<file path="src/pkg/sse_map.vh">
`ifndef SSE_MAP_VH
`define SSE_MAP_VH

// register byte addresses
`define SSE_ENABLE_OFS        16'hf748
`define SSE_DISABLE_OFS       16'hf74c

// field positions inside the enable and disable registers
`define SSE_MAIN_PCM_TX_BIT   0
`define SSE_REAR_PAIR_TX_BIT  1
`define SSE_CENTER_TX_BIT     2
`define SSE_LOW_FREQ_TX_BIT   3
`define SSE_AUDIO_RX_BIT      4
`define SSE_MODEM_TX_BIT      6
`define SSE_MODEM_RX_BIT      7
`define SSE_GP_OUTPUT_BIT     8
`define SSE_GP_INPUT_BIT      9
`define SSE_PENDING_BIT       16

// stream field width and the bits that really exist (bit 5 reserved)
`define SSE_STREAM_W          10
`define SSE_STREAM_MASK       10'h3df

// reset value of every stream enable
`define SSE_STREAM_RESET      10'h000

// rising link clock edges a write waits before it is applied
`define SSE_APPLY_EDGES       3

`endif

</file>
<file path="src/rtl/sse_rise_det.v">
`timescale 1ns/1ps
`default_nettype none

module sse_rise_det (
  // clock and reset
  input  wire clk_i,
  input  wire rst_i,
  // synchronised level and its rising edge pulse
  input  wire level_i,
  output wire rise_o
);

  reg last;
  reg rise;

  // one-cycle pulse the cycle after the level goes high
  always @(posedge clk_i)
  begin
    if (rst_i)
    begin
      last <= 1'b0;
      rise <= 1'b0;
    end
    else
    begin
      last <= level_i;
      rise <= level_i & ~last;
    end
  end

  assign rise_o = rise;

endmodule

`default_nettype wire

</file>
<file path="src/rtl/sse_slot_gate.v">
// Overview of operation
// - writing 1 to enable bit 4 sets audio receive; reads show it
// - writing 1 to enable bit 3 sets low-frequency output; reads show it
// - writing 1 to enable bit 2 sets center output; reads show it
// - writing 1 to enable bit 1 sets surround output; reads show it
// - writing 1 to enable bit 0 sets main pcm output; reads show it
// - disable bits 9 and 8 clear gp input and gp output enables
// - disable bits 7 and 6 clear modem input and output enables
// - disable bit 4 clears audio input enable; zero does nothing
// - disable bit 3 clears low-frequency output enable
// - disable bit 2 clears center output enable
// - disable bit 1 clears surround output enable
// - disable bit 0 clears main pcm output enable
// - writes take effect only after several link clock cycles
// - enable bit 16 reads 1 while a write is still being applied
// - enable bits 9 to 6 set gp and modem enables; reads show them
`timescale 1ns/1ps
`default_nettype none
`include "sse_map.vh"

module sse_slot_gate #(
  parameter ADR_W       = 16,
  parameter APPLY_EDGES = `SSE_APPLY_EDGES
) (
  // system clock and reset
  input  wire             clk_i,
  input  wire             rst_i,
  // wishbone classic slave
  input  wire             cyc_i,
  input  wire             stb_i,
  input  wire             we_i,
  input  wire [ADR_W-1:0] adr_i,
  input  wire [3:0]       sel_i,
  input  wire [31:0]      dat_i,
  output wire [31:0]      dat_o,
  output wire             ack_o,
  // link bit clock from the codec
  input  wire             bit_clk_i,
  // stream enables towards the slot logic
  output wire             gp_input_stream_bit_o,
  output wire             gp_output_stream_bit_o,
  output wire             modem_rx_stream_bit_o,
  output wire             modem_tx_stream_bit_o,
  output wire             audio_rx_stream_bit_o,
  output wire             low_freq_tx_stream_bit_o,
  output wire             center_tx_stream_bit_o,
  output wire             rear_pair_tx_stream_bit_o,
  output wire             main_pcm_tx_stream_bit_o,
  // write still being applied
  output wire             write_pending_flag_o
);

  localparam SW = `SSE_STREAM_W;
  localparam [3:0] EDGE_LAST = APPLY_EDGES - 1;

  ////////////////////////////////////////////////////////////////////////
  // link clock edge detection

  wire bit_clk_sync;
  wire bit_clk_rise;

  sse_sync2 #(
    .WIDTH   (1)
  ) u_sync (
    .clk_i   (clk_i),
    .rst_i   (rst_i),
    .async_i (bit_clk_i),
    .sync_o  (bit_clk_sync)
  );

  sse_rise_det u_rise (
    .clk_i   (clk_i),
    .rst_i   (rst_i),
    .level_i (bit_clk_sync),
    .rise_o  (bit_clk_rise)
  );

  ////////////////////////////////////////////////////////////////////////
  // bus decode

  reg  [31:0]   rd_data;
  reg           ack;
  reg  [SW-1:0] stream_en;
  reg  [SW-1:0] set_mask;
  reg  [SW-1:0] clr_mask;
  reg           pending;
  reg  [3:0]    edge_cnt;

  wire          req     = cyc_i & stb_i & ~ack;
  wire          hit_en  = adr_i[15:2] == `SSE_ENABLE_OFS >> 2;
  wire          hit_dis = adr_i[15:2] == `SSE_DISABLE_OFS >> 2;
  // byte lane 0 carries bits 7:0, lane 1 bits 9:8
  wire [SW-1:0] lane_mask = {{2{sel_i[1]}}, {8{sel_i[0]}}};
  wire [SW-1:0] wr_bits   = dat_i[SW-1:0] & lane_mask & `SSE_STREAM_MASK;
  // a write while one is still in flight is dropped, not merged
  wire          wr_take   = req & we_i & ~pending;

  // enable readback: reserved bits stay zero
  reg  [31:0] next_rd_data;
  always @*
  begin
    next_rd_data = 32'h0000_0000;
    if (hit_en)
    begin
      next_rd_data[SW-1:0] = stream_en & `SSE_STREAM_MASK;
      next_rd_data[`SSE_PENDING_BIT] = pending;
    end
  end

  // single-wait-state ack; unmapped addresses ack with zero data
  always @(posedge clk_i)
  begin
    if (rst_i)
    begin
      ack     <= 1'b0;
      rd_data <= 32'h0000_0000;
    end
    else
    begin
      ack     <= req;
      rd_data <= (req & ~we_i) ? next_rd_data : 32'h0000_0000;
    end
  end

  ////////////////////////////////////////////////////////////////////////
  // write capture and deferred apply on link clock edges

  always @(posedge clk_i)
  begin
    if (rst_i)
    begin
      stream_en <= `SSE_STREAM_RESET;
      set_mask  <= {SW{1'b0}};
      clr_mask  <= {SW{1'b0}};
      pending   <= 1'b0;
      edge_cnt  <= 4'h0;
    end
    else if (wr_take & (hit_en | hit_dis))
    begin
      // ones set (enable) or clear (disable); zeros carry no effect
      set_mask <= hit_en  ? wr_bits : {SW{1'b0}};
      clr_mask <= hit_dis ? wr_bits : {SW{1'b0}};
      pending  <= 1'b1;
      edge_cnt <= 4'h0;
    end
    else if (pending & bit_clk_rise)
    begin
      // a stopped link clock leaves the write pending indefinitely
      if (edge_cnt == EDGE_LAST)
      begin
        // set bits 9..6 and 4..0
        // clear bits 9..6 and 4..0
        stream_en <= (stream_en | set_mask) & ~clr_mask;
        pending   <= 1'b0;
      end
      else
      begin
        edge_cnt <= edge_cnt + 4'h1;
      end
    end
  end

  ////////////////////////////////////////////////////////////////////////
  // outputs

  assign dat_o                     = rd_data;
  assign ack_o                     = ack;
  assign write_pending_flag_o      = pending;
  assign gp_input_stream_bit_o     = stream_en[`SSE_GP_INPUT_BIT];
  assign gp_output_stream_bit_o    = stream_en[`SSE_GP_OUTPUT_BIT];
  assign modem_rx_stream_bit_o     = stream_en[`SSE_MODEM_RX_BIT];
  assign modem_tx_stream_bit_o     = stream_en[`SSE_MODEM_TX_BIT];
  assign audio_rx_stream_bit_o     = stream_en[`SSE_AUDIO_RX_BIT];
  assign low_freq_tx_stream_bit_o  = stream_en[`SSE_LOW_FREQ_TX_BIT];
  assign center_tx_stream_bit_o    = stream_en[`SSE_CENTER_TX_BIT];
  assign rear_pair_tx_stream_bit_o = stream_en[`SSE_REAR_PAIR_TX_BIT];
  assign main_pcm_tx_stream_bit_o  = stream_en[`SSE_MAIN_PCM_TX_BIT];

endmodule

`default_nettype wire

</file>
<file path="src/rtl/sse_sync2.v">
`timescale 1ns/1ps
`default_nettype none

module sse_sync2 #(
  parameter WIDTH = 1
) (
  // clock and reset
  input  wire             clk_i,
  input  wire             rst_i,
  // asynchronous input and its synchronised copy
  input  wire [WIDTH-1:0] async_i,
  output wire [WIDTH-1:0] sync_o
);

  reg [WIDTH-1:0] meta;
  reg [WIDTH-1:0] stable;

  // two flops; only the second one is visible outside
  always @(posedge clk_i)
  begin
    if (rst_i)
    begin
      meta   <= {WIDTH{1'b0}};
      stable <= {WIDTH{1'b0}};
    end
    else
    begin
      meta   <= async_i;
      stable <= meta;
    end
  end

  assign sync_o = stable;

endmodule

`default_nettype wire

</file>
<file path="config.mk">
export PLATFORM = sky130hd
export DESIGN_NAME = sse_slot_gate
export DESIGN_NICKNAME = d
export VERILOG_FILES = /design/src/rtl/sse_rise_det.v /design/src/rtl/sse_slot_gate.v /design/src/rtl/sse_sync2.v
export VERILOG_INCLUDE_DIRS = /design/src /design/src/pkg
export SDC_FILE = /design/constraint.sdc
export NUM_CORES = 1
export LEC_CHECK = 0
export BUFFER_PORTS_ARGS = -buffer_cell sky130_fd_sc_hd__buf_4
export CAP_MARGIN = 20
export CORE_ASPECT_RATIO = 0.5
export CORE_UTILIZATION = 45
export CTS_BUF_LIST = sky130_fd_sc_hd__clkbuf_8
export CTS_CLUSTER_DIAMETER = 200
export DETAILED_ROUTE_END_ITERATION = 12
export PLACE_DENSITY = 0.81
export SKIP_CTS_REPAIR_TIMING = 1
export SYNTH_ARGS = -nofsm -noshare
export SYNTH_HDL_FRONTEND = slang
export SYNTH_SLANG_ARGS = --single-unit
</file>
<file path="constraint.sdc">
create_clock -name clk_i -period 6.1 [get_ports clk_i]
set_clock_uncertainty 0.15 [all_clocks]
set_input_delay 1.22 -clock clk_i [delete_from_list [all_inputs] [get_ports clk_i]]
set_output_delay 1.22 -clock clk_i [all_outputs]
set_load 0.01 [all_outputs]
</file>
==> qor.yml <==
status: "finished, final reports clean"
die_y_um: 48.9
synthFlopType: "dfxtp_1"
cp.buffers_inverters: 1
clk_latency_ns: 0.29
drt-pass1-iter-count: 4
crit_path_end_kind: "flip-flop"
fin_nets: 324
drtAntennaViolNets: 0
track_usage: 0.189
synth_xor_area_frac: 0.0133
maxCapViolCount: 0
avgSynthCellArea_sq_um: 8.92
grt_pass1_vias: 1493
diodes: 0
max_slew_margin: 0.520
hold_viol: 0
synth_compound_area_frac: 0.140
via_per_inst: 5.11
leakage_uw: 0.000948
post_route_cells_drive_above_1_share: 0.223
final-setup-viol-count: 0
post_drt_wl_per_cell_um: 13.1
hpwl_um: 2890
min_period_ns: 3.03
cp-start-kind: "input port"
cp_top_family: "simple AND/OR/NAND/NOR gates"
cts_tree: "built"
vias: 1624
crit_type: "in2reg"
grt_overflow_total: 0
clkTransAtPathRegs_ns: 0.08
yosysWarningCount: 0
crit_chain: "buf_4 -> or4b_1 -> or4_4 -> or3_1 -> a21oi_1"
clockBufferDepth: 2
synthCells: 222
area_delta_synth_final_pct: 20.8
final_cell_mix: "buf_4, dfxtp_1, a21oi_1, conb_1"
start_util: 0.487
synth_async_sr_flop_share: 0
wl_um: 4180
synth-simple-area-share: 0.225
route.detailed.drc: 0
period_share: 0.496
h-tree-depth: 2
utilization: 0.588
synth_fa_ha_area_frac: 0.0126
mostFrequentLayoutCell: "buf_4"
synth_top_family_by_area: "simple AND/OR/NAND/NOR gates"
powerDensity_nw_per_um2: 234
final_max_slew_viol_count: 0
gp_congestion: 0.754
synth_seq_cells: 47
cts_buffers: 5
cts_root_buf: "clkbuf_8"
dieArea_sq_um: 4680
arrival_ns: 3.11
grt_pass1_wl_um: 6820
holdCritPathClass: "reg2reg"
path_max_fanout: 30
n_fill_cell: 356
core_sq_um: 4060
worstPathRequired_ns: 6.18
max_stage_delay_ns: 0.68
synth_edf_count: 0
fp-row-count: 16
vdd_ir_drop_max_mv: 0.0991
portBuffers: 51
synth_mux_area_frac: 0.0152
setup_tns_ns: 0
yosysSeqAreaShare: 0.475
cts_sinks: 47
rsz0062_at_grt: "false"
antenna_found_initial: 0
synth_area_sq_um: 1980
max_slew.worst_pin.slew_ns: 0.718
max_freq_ghz: 0.331
drtIter0Drc: 69
grt_start_max_net_pins: 38
dieWidth_um: 95.8
io_pins: 101
ys_types: 31
critical-path-slowest-cell: "or4_4"
## final cells by class
cell class                 count  area (sq um)  share of cell area
sequential                    47           941               0.394
multi-input combinational    157           886               0.370
timing repair buffer          52           390               0.163
clock buffer                   5          68.8              0.0288
tap                           54          67.6              0.0283
clock inverter                 2          33.8              0.0141
inverter                       1          3.75             0.00157
## layer usage
layer,GRT usage,up-vias,share of wire,routed length [um]
li1,-,806,-,-
met1,0.235,749,0.45,1860
met2,0.314,62,0.48,2010
met3,0.0436,7,0.061,254
met4,0.0796,0,0.012,51
met5,0,-,0,0
## kinds of logic (layout without fill, tap and decap cells)
logic type,Yosys count,after routing
XOR/XNOR,3,3
multiplexers,3,3
flip-flops,47,47
adder cells (fa/ha/maj),2,2
other,1,22
buffers and inverters,39,60
AND/OR/NAND/NOR,77,77
AO/OA/AOI/OAI,50,50
## through the flow
stage          setup slack (ns)  instances  cell area [sq um]  hold slack [ns]  power [uW]
2_1_floorplan              2.96        243               2060            0.217         344
3_3_place_gp               2.81        311               2290            0.226         350
3_5_place_dp               2.77        311               2290            0.234         351
4_1_cts                    3.08        318               2390            0.246         563
5_1_grt                    3.00        318               2390            0.273         581
6_report                   3.07        318               2390            0.243         559
## where the power goes
| part | switching, uW | total, uW | internal, uW |
|---|---|---|---|
| Clock | 96.0 | 214 | 118 |
| Sequential | 0.380 | 308 | 308 |
| Combinational | 20.9 | 36.9 | 16.0 |
## worst reg2reg max path, delay by kind of cell, from the launching register on
| kind | cells | cell delay (ns) |
|---|---|---|
| simple gates | 3 | 1.20 |
| flops | 1 | 0.39 |
| compound gates | 1 | 0.14 |
## synthesized netlist by cell type (2+ instances only)
master / count / area [sq um]
a211oi_1: 9 / 67.6
nand3_1: 15 / 75.1
nor2_1: 4 / 15.0
dfxtp_1: 47 / 941
nor3_1: 2 / 10.0
clkbuf_1: 14 / 52.6
nand2b_1: 4 / 25.0
nor2b_1: 8 / 50.1
buf_4: 22 / 165
mux2i_1: 3 / 30.0
and2_1: 10 / 62.6
nor4_1: 2 / 12.5
o21ai_0: 15 / 75.1
nand2_1: 9 / 33.8
a21oi_1: 25 / 125
clkbuf_2: 2 / 10.0
ha_1: 2 / 25.0
or3_1: 15 / 93.8
xnor2_1: 2 / 17.5
## path summary, 6_finish.rpt
path	startpoint	endpoint	depth (start not counted)	slack, ns
worst max-delay path	adr_i[5]	set_mask[1]$_SDFFE_PP0P_	5	3.07
worst min-delay path	u_rise.last$_SDFF_PP0_	u_rise.rise_o$_SDFF_PP0_	1	0.24
worst max register to register	write_pending_flag_o$_SDFFE_PP0P_	set_mask[1]$_SDFFE_PP0P_	4	4.16
worst min register to register	u_rise.last$_SDFF_PP0_	u_rise.rise_o$_SDFF_PP0_	1	0.24
## sequential cells by signal, indices dropped and copies added (netlist names)
signal and cells:
u_sync.meta 1, stream_en 9, edge_cnt 4, u_rise.last 1
u_rise.rise_o 1, write_pending_flag_o 1, ack_o 1, clr_mask 9
u_sync.sync_o 1, dat_o 10, set_mask 9
No activity file was read; power rests on OpenSTA's default activity.
